===== src/dsgsr_params.svh =====
/*
 Offsets, field positions, reset values and widths of the deep-sleep
 gating and soft reset block. Assumes inclusion by its bare name.
*/
`ifndef DSGSR_PARAMS_SVH
`define DSGSR_PARAMS_SVH

`define DSGSR_ADDR_W          12
`define DSGSR_OFF_SRCR        12'h040
`define DSGSR_OFF_RUN_CFG     12'h060
`define DSGSR_OFF_RUN_GATE    12'h108
`define DSGSR_OFF_SLEEP_GATE  12'h118
`define DSGSR_OFF_DEEP_GATE   12'h128
`define DSGSR_OFF_IRQ_STAT    12'h200
`define DSGSR_OFF_IRQ_MASK    12'h204

`define DSGSR_NUM_PORTS       8
`define DSGSR_AUTO_GATE_BIT   0
`define DSGSR_PWM_BIT         20
`define DSGSR_ADC_BIT         16
`define DSGSR_HIBERN_BIT      6
`define DSGSR_WATCHDOG_BIT    3
`define DSGSR_SRCR_VALID      32'h0011_0048

`define DSGSR_IRQ_FAULT_BIT   0
`define DSGSR_IRQ_MASKED_BIT  1
`define DSGSR_IRQ_W           2

`define DSGSR_GATE_RESET      8'h00
`define DSGSR_SRCR_RESET      32'h0000_0000
`define DSGSR_AUTO_GATE_RESET 1'h0
`define DSGSR_IRQ_RESET       2'h0

`endif


===== src/dsgsr_pkg.sv =====
/*
 Types of the deep-sleep gating and soft reset block.
 Assumes dsgsr_params.svh is on the include path.
*/
`include "dsgsr_params.svh"

package dsgsr_pkg;

    typedef enum logic [1:0] {
        DSGSR_RUN   = 2'b00,
        DSGSR_SLEEP = 2'b01,
        DSGSR_DEEP  = 2'b10
    } dsgsr_mode_t;

    typedef logic [`DSGSR_NUM_PORTS-1:0] dsgsr_gate_t;

    typedef struct packed {
        dsgsr_mode_t                mode;
        dsgsr_gate_t                runGate;
        dsgsr_gate_t                sleepGate;
        dsgsr_gate_t                deepGate;
        logic                       autoGate;
        logic [31:0]                srcr;
        dsgsr_gate_t                portEn;
        logic [31:0]                rdata;
        logic                       busFault;
        logic [`DSGSR_IRQ_W-1:0]    irqStat;
        logic [`DSGSR_IRQ_W-1:0]    irqMask;
        logic                       irq;
    } dsgsr_state_t;

endpackage


===== src/dsgsr_sel_if.sv =====
/*
 Carrier between the control module and the gate selector.
 Assumes dsgsr_pkg is compiled first.
*/
interface dsgsr_sel_if;
    dsgsr_pkg::dsgsr_gate_t runGate;
    dsgsr_pkg::dsgsr_gate_t sleepGate;
    dsgsr_pkg::dsgsr_gate_t deepGate;
    dsgsr_pkg::dsgsr_mode_t mode;
    logic                   autoGate;
    dsgsr_pkg::dsgsr_gate_t gate;

    modport ctl (
        output runGate,
        output sleepGate,
        output deepGate,
        output mode,
        output autoGate,
        input  gate
    );
    modport sel (
        input  runGate,
        input  sleepGate,
        input  deepGate,
        input  mode,
        input  autoGate,
        output gate
    );
endinterface


===== src/dsgsr_gate_sel.sv =====
/*
 Picks the gating set that applies in the current power mode.
 Assumes the control module drives the carrier from its own flops.
*/
module dsgsr_gate_sel (
    dsgsr_sel_if.sel sel
);
    always_comb begin
        // Without auto gating the run set persists in every mode
        if (!sel.autoGate) begin
            sel.gate = sel.runGate;
        end else begin
            case (sel.mode)
                dsgsr_pkg::DSGSR_SLEEP: sel.gate = sel.sleepGate;
                dsgsr_pkg::DSGSR_DEEP:  sel.gate = sel.deepGate;
                default:                sel.gate = sel.runGate;
            endcase
        end
    end
endmodule // dsgsr_gate_sel


===== src/dsgsr_top.sv =====
/*
 Deep-sleep port clock gating and first soft reset control, with
 run and sleep gating sets, auto gating bit, fault check and interrupt.
 Assumes register bus, mode requests and access probes are synchronous
 to clock; capability mask is a static level from the same domain.
*/
`include "dsgsr_params.svh"

module dsgsr_top #(
    parameter int ADDR_W = `DSGSR_ADDR_W
) (
    input  wire logic              clock,
    input  wire logic              rstn,
    input  wire logic              clkEn,
    input  wire logic [ADDR_W-1:0] addr,
    input  wire logic [31:0]       wdata,
    input  wire logic              wrEn,
    input  wire logic              rdEn,
    output logic      [31:0]       rdata,
    input  wire logic              sleepReq,
    input  wire logic              deepReq,
    input  wire logic [31:0]       capMask,
    input  wire logic              accStrobe,
    input  wire logic [2:0]        accPort,
    output logic                   busFault,
    output logic      [7:0]        portClockEn,
    output logic                   pwmReset,
    output logic                   adcReset,
    output logic                   hibernationReset,
    output logic                   watchdogReset,
    output logic                   irq
);

    generate
        if (ADDR_W < `DSGSR_ADDR_W) begin : g_bad_addr
            $error("dsgsr_top: ADDR_W too narrow for the register map");
        end
    endgenerate

    dsgsr_pkg::dsgsr_state_t st_reg;
    dsgsr_pkg::dsgsr_state_t st_next;

    dsgsr_sel_if selBus ();

    assign selBus.runGate   = st_reg.runGate;
    assign selBus.sleepGate = st_reg.sleepGate;
    assign selBus.deepGate  = st_reg.deepGate;
    assign selBus.mode      = st_reg.mode;
    assign selBus.autoGate  = st_reg.autoGate;

    dsgsr_gate_sel u_sel (
        .sel (selBus.sel)
    );

    logic [11:0] regAddr;
    logic        upperZero;
    logic [31:0] srcrWe;
    logic [31:0] readMux;
    logic        maskedEvt;
    logic        faultEvt;
    logic [`DSGSR_IRQ_W-1:0] irqSet;
    logic [`DSGSR_IRQ_W-1:0] irqClr;

    assign regAddr = addr[11:0];

    generate
        if (ADDR_W > 12) begin : g_upper
            assign upperZero = (addr[ADDR_W-1:12] == '0);
        end else begin : g_no_upper
            assign upperZero = 1'b1;
        end
    endgenerate

    // Only bits of units present on the part may change
    assign srcrWe = capMask & `DSGSR_SRCR_VALID;

    always_comb begin
        readMux = 32'h0000_0000;
        if (!upperZero) begin
            readMux = 32'h0000_0000;
        end else if (regAddr == `DSGSR_OFF_SRCR) begin
            readMux = st_reg.srcr & `DSGSR_SRCR_VALID;
        end else if (regAddr == `DSGSR_OFF_RUN_CFG) begin
            readMux[`DSGSR_AUTO_GATE_BIT] = st_reg.autoGate;
        end else if (regAddr == `DSGSR_OFF_RUN_GATE) begin
            readMux[7:0] = st_reg.runGate;
        end else if (regAddr == `DSGSR_OFF_SLEEP_GATE) begin
            readMux[7:0] = st_reg.sleepGate;
        end else if (regAddr == `DSGSR_OFF_DEEP_GATE) begin
            readMux[7:0] = st_reg.deepGate;
        end else if (regAddr == `DSGSR_OFF_IRQ_STAT) begin
            readMux[`DSGSR_IRQ_W-1:0] = st_reg.irqStat;
        end else if (regAddr == `DSGSR_OFF_IRQ_MASK) begin
            readMux[`DSGSR_IRQ_W-1:0] = st_reg.irqMask;
        end
    end

    // Fault judged against the gate actually applied this cycle
    assign faultEvt  = accStrobe && !st_reg.portEn[accPort];
    assign maskedEvt = wrEn && upperZero && (regAddr == `DSGSR_OFF_SRCR)
                       && (((wdata ^ st_reg.srcr) & `DSGSR_SRCR_VALID
                            & ~capMask) != 32'h0000_0000);

    always_comb begin
        irqSet = '0;
        irqSet[`DSGSR_IRQ_FAULT_BIT]  = faultEvt;
        irqSet[`DSGSR_IRQ_MASKED_BIT] = maskedEvt;
        irqClr = '0;
        if (wrEn && upperZero && regAddr == `DSGSR_OFF_IRQ_STAT) begin
            irqClr = wdata[`DSGSR_IRQ_W-1:0];
        end
    end

    always_comb begin
        st_next = st_reg;

        // Deep request outranks sleep request
        case (st_reg.mode)
            dsgsr_pkg::DSGSR_RUN: begin
                if (deepReq) begin
                    st_next.mode = dsgsr_pkg::DSGSR_DEEP;
                end else if (sleepReq) begin
                    st_next.mode = dsgsr_pkg::DSGSR_SLEEP;
                end
            end
            dsgsr_pkg::DSGSR_SLEEP: begin
                if (deepReq) begin
                    st_next.mode = dsgsr_pkg::DSGSR_DEEP;
                end else if (!sleepReq) begin
                    st_next.mode = dsgsr_pkg::DSGSR_RUN;
                end
            end
            dsgsr_pkg::DSGSR_DEEP: begin
                if (!deepReq) begin
                    st_next.mode = sleepReq ? dsgsr_pkg::DSGSR_SLEEP
                                            : dsgsr_pkg::DSGSR_RUN;
                end
            end
            default: st_next.mode = dsgsr_pkg::DSGSR_RUN;
        endcase

        if (wrEn && upperZero) begin
            if (regAddr == `DSGSR_OFF_SRCR) begin
                st_next.srcr = (st_reg.srcr & ~srcrWe)
                             | (wdata & srcrWe);
            end else if (regAddr == `DSGSR_OFF_RUN_CFG) begin
                st_next.autoGate = wdata[`DSGSR_AUTO_GATE_BIT];
            end else if (regAddr == `DSGSR_OFF_RUN_GATE) begin
                st_next.runGate = wdata[7:0];
            end else if (regAddr == `DSGSR_OFF_SLEEP_GATE) begin
                st_next.sleepGate = wdata[7:0];
            end else if (regAddr == `DSGSR_OFF_DEEP_GATE) begin
                st_next.deepGate = wdata[7:0];
            end else if (regAddr == `DSGSR_OFF_IRQ_MASK) begin
                st_next.irqMask = wdata[`DSGSR_IRQ_W-1:0];
            end
        end

        // Read data stands only in the cycle after the strobe
        st_next.rdata = rdEn ? readMux : 32'h0000_0000;

        st_next.portEn   = selBus.gate;
        st_next.busFault = faultEvt;

        // Set wins over a simultaneous write-one clear
        st_next.irqStat = (st_reg.irqStat & ~irqClr) | irqSet;
        st_next.irq     = |(st_next.irqStat & st_next.irqMask);
    end

    always_ff @(posedge clock or negedge rstn) begin
        if (!rstn) begin
            st_reg.mode      <= dsgsr_pkg::DSGSR_RUN;
            st_reg.runGate   <= `DSGSR_GATE_RESET;
            st_reg.sleepGate <= `DSGSR_GATE_RESET;
            st_reg.deepGate  <= `DSGSR_GATE_RESET;
            st_reg.autoGate  <= `DSGSR_AUTO_GATE_RESET;
            st_reg.srcr      <= `DSGSR_SRCR_RESET;
            st_reg.portEn    <= `DSGSR_GATE_RESET;
            st_reg.rdata     <= 32'h0000_0000;
            st_reg.busFault  <= 1'b0;
            st_reg.irqStat   <= `DSGSR_IRQ_RESET;
            st_reg.irqMask   <= `DSGSR_IRQ_RESET;
            st_reg.irq       <= 1'b0;
        end else if (clkEn) begin
            st_reg <= st_next;
        end
    end

    assign rdata       = st_reg.rdata;
    assign busFault    = st_reg.busFault;
    assign portClockEn = st_reg.portEn;
    // Unit held in reset as long as its bit stays set
    assign pwmReset    = st_reg.srcr[`DSGSR_PWM_BIT];
    assign adcReset    = st_reg.srcr[`DSGSR_ADC_BIT];
    assign hibernationReset = st_reg.srcr[`DSGSR_HIBERN_BIT];
    assign watchdogReset    = st_reg.srcr[`DSGSR_WATCHDOG_BIT];
    assign irq         = st_reg.irq;

    logic srcrWr;
    assign srcrWr = clkEn && wrEn && upperZero && regAddr == `DSGSR_OFF_SRCR;
endmodule // dsgsr_top

===== config.mk =====
export PLATFORM = sky130hd
export DESIGN_NAME = dsgsr_top
export DESIGN_NICKNAME = d
export VERILOG_FILES = /design/src/dsgsr_pkg.sv /design/src/dsgsr_sel_if.sv /design/src/dsgsr_gate_sel.sv /design/src/dsgsr_top.sv
export VERILOG_INCLUDE_DIRS = /design/src
export SDC_FILE = /design/constraint.sdc
export NUM_CORES = 1
export LEC_CHECK = 0
export ABC_CLOCK_PERIOD_IN_PS = 2000
export BUFFER_PORTS_ARGS = -buffer_cell sky130_fd_sc_hd__buf_2
export CAP_MARGIN = 20
export CORE_MARGIN = 2
export CORE_UTILIZATION = 49
export CTS_CLUSTER_DIAMETER = 120
export DETAILED_ROUTE_END_ITERATION = 7
export GPL_ROUTABILITY_DRIVEN = 0
export PLACE_DENSITY = 0.92
export RECOVER_POWER = 100
export SLEW_MARGIN = 20
export SYNTH_ARGS = -nofsm -noshare
export SYNTH_HDL_FRONTEND = slang
export SYNTH_HIERARCHICAL = 1
export SYNTH_SLANG_ARGS = --single-unit

===== constraint.sdc =====
create_clock -name clock -period 2 [get_ports clock]
set_input_delay 0.2 -clock clock [delete_from_list [all_inputs] [get_ports clock]]
set_output_delay 0.2 -clock clock [all_outputs]
set_load 0.05 [all_outputs]

; ---- Yosys cells after proc, flatten, opt, wreduce, memory -nomap -nowiden
; Cells that the tools add are included.
[word_totals]
input_bits = 87
wordCells = 84
ff_bits = 105
out_inout_bits = 46
[op_classes]
order_cmp = 1
eq_ne = 12
mux = 30
bitwise = 15
reduce_logical = 14
[op_table]
columns = operator, count
row1 = equality test 12 x 9 -> 1 bit (second input constant), 3
row2 = bitwise AND 21 x 32 -> 32 bit, 1
row3 = bitwise AND 32 x 21 -> 32 bit, 1
row4 = bitwise AND 32 bit, 1
row5 = two-way mux 2 bit, 16
row6 = two-way mux 8 bit, 4
row7 = NOT 21 -> 32 bit, 1
row8 = NOT 32 bit, 1
row9 = OR 32 bit, 1
row10 = nonzero test 32 bit, 1
row11 = equality test 12 x 10 -> 1 bit (second input constant), 2
row12 = equality test 12 x 7 -> 1 bit (second input constant), 2
row13 = two-way mux 21 bit, 1
row14 = XOR 21 bit, 1
row15 = one-hot mux 8 bit (2 select lines), 1
row16 = two-way mux 13 bit, 1
row17 = AND reduction 4 bit, 2
row18 = two-way mux 7 bit, 1
row19 = AND reduction 7 bit, 1
row20 = two-way mux 6 bit, 1
row21 = inequality test 3 bit (second input constant), 2
row22 = one-hot mux 2 bit (3 select lines), 1
row23 = AND reduction 6 bit, 1
row24 = AND reduction 5 bit, 1
row25 = 15 further kinds, 24

; ---- Logic depth before layout (Yosys ltp)
[logic_depth]
depth_word = 10
mapped_depth = 6
mapped_depth_nobuf = 5

; ---- Cells and area by module
; The synthesis kept the hierarchy.
[modules_own_cells]
columns = mod, instances, area_per_inst_um2, seq_area_each_um2, cells_each
row1 = dsgsr_top, 1, 3002.9, 1376.3, 267
row2 = dsgsr_gate_sel, 1, 262.8, 0.0, 24

; ---- Worst setup path before layout
; Ideal clock, no wire load.
[synth_path]
path_type = input-to-reg
from = in addr[11]
to = reg selBus.runGate[0] (netlist name)
path_stages = 6
t_required_ns = 1.875
arrival_ns = 1.880
n_path_buf = 1
setup_time_ns = 0.125
setup_slack_ns = -0.004
path_cell_list = or4_1 buf_2 nor3_4 nand2_4 nor2_8 mux2_2
[synth_via]
elab_chain_len = 3
elab_cells_between_ends = 6
cone_classes = eq/ne (3) / bitwise (2) / reduce/logical (1)
[synth_rtl]
columns = item, line
row1 = "start, declared", dsgsr_top.sv:15  ; input wire logic [ADDR_W-1:0] addr,
row2 = equality test 12 x 7 -> 1 bit (no line), --
row3 = NOT 1 bit (no line), --
row4 = AND reduction 5 bit (no line) (*), --
; Mark *: on every way between the ends. The rest lies on a longest branch, timed or not.
; A chain may end at the register's enable or synchronous reset.

; ---- Final worst setup path
[layout_path]
from = in addr[11]
to = reg selBus.sleepGate[4] (netlist name)
[layout_via]
elab_chain_len = 3
elab_cells_between_ends = 8
cone_classes = eq/ne (4) / bitwise (3) / reduce/logical (1)
[layout_rtl]
columns = item
row1 = equality test 12 x 9 -> 1 bit (no line) or equality test 12 x 7 -> 1 bit (tied branches)
row2 = NOT 1 bit (no line)
row3 = AND reduction 6 bit (no line) (*)
; Marked as above.

==> flow_summary.yaml <==
outcome:
  status: "finished, final reports clean"
grt:
  grt_pass1_vias: 2241
  antenna_found_initial: 0
  grt_use_total_pct: 18.7
  grt.overflow.total: 0
  grt_max_degree: 33
  grt_pass1_wl_um: 10900
setup_path:
  worstPathArrival_ns: 2.06
  cp_data_required_time_ns: 2.20
  crit_fanout: 8
  crit_type: "in2reg"
  rr_worst_depth: 6
  critPathLaunchType: "input port"
  end_kind: "register"
layout:
  largest_register_ffs: 10
  final_cells: 424
  layout.nets: 435
  antennaDiodeCount: 0
  design_area_um2: 3490
  nFillCells: 564
  area_growth_pct: 6.78
  top_register: "rdata"
  drive_above_1_share_pct: 30.5
drt:
  vias: 2344
  wl_um: 6740
  dr.first_iter.drc_count: 107
  avgViaCountPerCell: 5.53
  firstDrtPassIters: 4
  ant_nets: 0
  drc: 0
  wl_per_cell_um: 15.9
die:
  coreArea_um2: 6390
  die_h_um: 85.6
  initial_utilization_pct: 51.1
  ioPinCount: 133
  die_width_um: 85.6
  num_rows: 29
  fp.dieArea_um2: 7330
synthesis:
  ys.flop_type: "dfrtp_1"
  netlist_instances: 291
  synth_top_area_cell: "dfrtp_1"
  ys_seq_elements: 55
  syn_area_um2: 3270
  synth_top_area_share_pct: 42.1
  syn_area_per_cell_um2: 11.2
  synth_cell_types: 48
  synth-seq-area-share_pct: 42.1
  yosysWarnings: 6
  synth_edf_count: 0
  yosysMostFrequentCell: "dfrtp_1"
  synth.top_cells.by_count: "55 x dfrtp_1, 40 x buf_4, 37 x mux2_2, 18 x inv_1, 16 x nand2_1"
  synthArstFlopShare_pct: 100
  synthTopCellsByArea: "dfrtp_1 42%, mux2_2 13%, buf_4 9.2%"
power:
  p_per_area_nw_per_um2: 612
  p_leak_nw: 1.70
  finalPower_w: 0.00213
  ir_drop_uv: 331
clock_tree:
  cts_tree: "done"
  clockBufferDepth: 2
  cts_resized: 0
  root_buffer: "clkbuf_8"
  cts-buffers-inserted: 5
  cts_max_level: 2
  clkSinkCount: 55
  path_clk_slew_ns: 0.09
  clk_latency_ns: 0.31
job:
  cap_violations: 0
placed_design:
  post-place-ws_ns: -0.112
  hpwl_um: 5070
  dpl_cell_area_um2: 3520
  io_buffers: 60
  placed_cells: 415
sta:
  rsz0062_at_grt: "no"
  max_slew_margin_pct: 53.3
  period_share_pct: 93.2
  setup_tns_ns: 0
  final-setup-viol-count: 0
  setup_slack_ns: 0.136
  final_max_slew_viol_count: 0
  worst_pin_slew_ns: 0.700
  finalHoldViolations: 0
  fmaxAchievable_mhz: 537
  finalClockSkew_ns: 0.00629
  period_needed_ns: 1.86
hold_path:
  hold_depth: 3
  min_path_type: "in2reg"
[final timing paths]
kind / end / from / slack, ns
hold / removal: selBus.mode[1]$_DFFE_PN0P_ / deepReq / 0.12
hold reg to reg: busFault$_DFFE_PN0P_ / busFault$_DFFE_PN0P_ / 0.49
setup reg to reg: portClockEn[6]$_DFFE_PN0P_ / selBus.mode[0]$_DFFE_PN0P_ / 0.16
setup / recovery: selBus.sleepGate[4]$_DFFE_PN0P_ / addr[11] / 0.14
min in group asynchronous: rdata[7]$_DFFE_PN0P_ / rstn / 0.45
max in group asynchronous: portClockEn[3]$_DFFE_PN0P_ / rstn / 0.44
[power breakdown]
group / total, W / internal, W / switching [W]
Combinational: 0.000318 / 0.0000806 / 0.000238
Clock: 0.000663 / 0.000317 / 0.000346
Sequential: 0.00115 / 0.00113 / 0.0000172
Total: 0.00213 / 0.00153 / 0.000601
[what timing repair did]
| item | 4_1_cts | 5_1_grt |
|---|---|---|
| hold buffers | 1 | 0 |
| hold endpoints to repair | 26 | 0 |
| buffers inserted | 0 | 0 |
[layout make-up]
class,instances,area (um2),area share [%]
multi-input combinational,187,1450,41.5
inverter,18,67.6,1.94
sequential,55,1380,39.5
clock buffer,8,100,2.87
tap,77,96.3,2.76
timing repair buffer,79,399,11.4
[critical path, stage by stage]
cell and delay (ns):
buf_2 0.09, or4_1 0.56, clkbuf_1 0.19, nor3_4 0.16, clkbuf_4 0.16, nand4_2 0.30, mux2_2 0.39
[routing by layer]
layer	GRT usage, %	routed length, um	part of all wire (%)
met1	23.6	2800	42
met2	31.8	3350	50
met3	4.52	471	7.0
met4	5.77	117	1.7
met5	0	0	0
[metrics by stage]
step	hold slack [ns]	utilization [%]
2_1_floorplan	-0.0956	-
3_3_place_gp	0.231	55.1
3_5_place_dp	0.243	55.1
4_1_cts	0.120	56.8
5_1_grt	0.134	54.6
6_report	0.122	54.6
[placed cells by master (no fill, tap or decap), types with 2 or more instances in the layout]
| cell | instances |
|---|---|
| o22ai_1 | 2 |
| mux2_1 | 6 |
| mux2_4 | 2 |
| a21oi_1 | 9 |
| mux4_2 | 2 |
| nor2b_1 | 10 |
| buf_2 | 35 |
| ha_1 | 2 |
| clkbuf_4 | 2 |
| inv_1 | 18 |
| mux2i_1 | 3 |
| mux2_2 | 37 |
| a31oi_1 | 2 |
| conb_1 | 22 |
| nand2_1 | 17 |
| buf_4 | 11 |
| or4_1 | 3 |
| xnor2_1 | 4 |
| nand4_2 | 2 |
| nand4b_1 | 3 |
| o21ai_0 | 11 |
| nor3_1 | 2 |
| clkbuf_8 | 7 |
| clkbuf_1 | 28 |
| a22o_1 | 10 |
| or4bb_1 | 2 |
| o221ai_1 | 7 |
| clkbuf_2 | 3 |
| nand3_1 | 5 |
| nor2_1 | 6 |
| dfrtp_1 | 55 |
[cells by family after synthesis]
family	after synthesis	share of synthesized area, %
buf+inv	70	13.4
simple gates	59	13.1
flops	55	42.1
compound gates	50	10.7
mux	50	18.7
xor+xnor	4	1.07
fa+ha+maj	2	0.766
other cells	1	0.115
No activity file was read; power rests on OpenSTA's default activity.
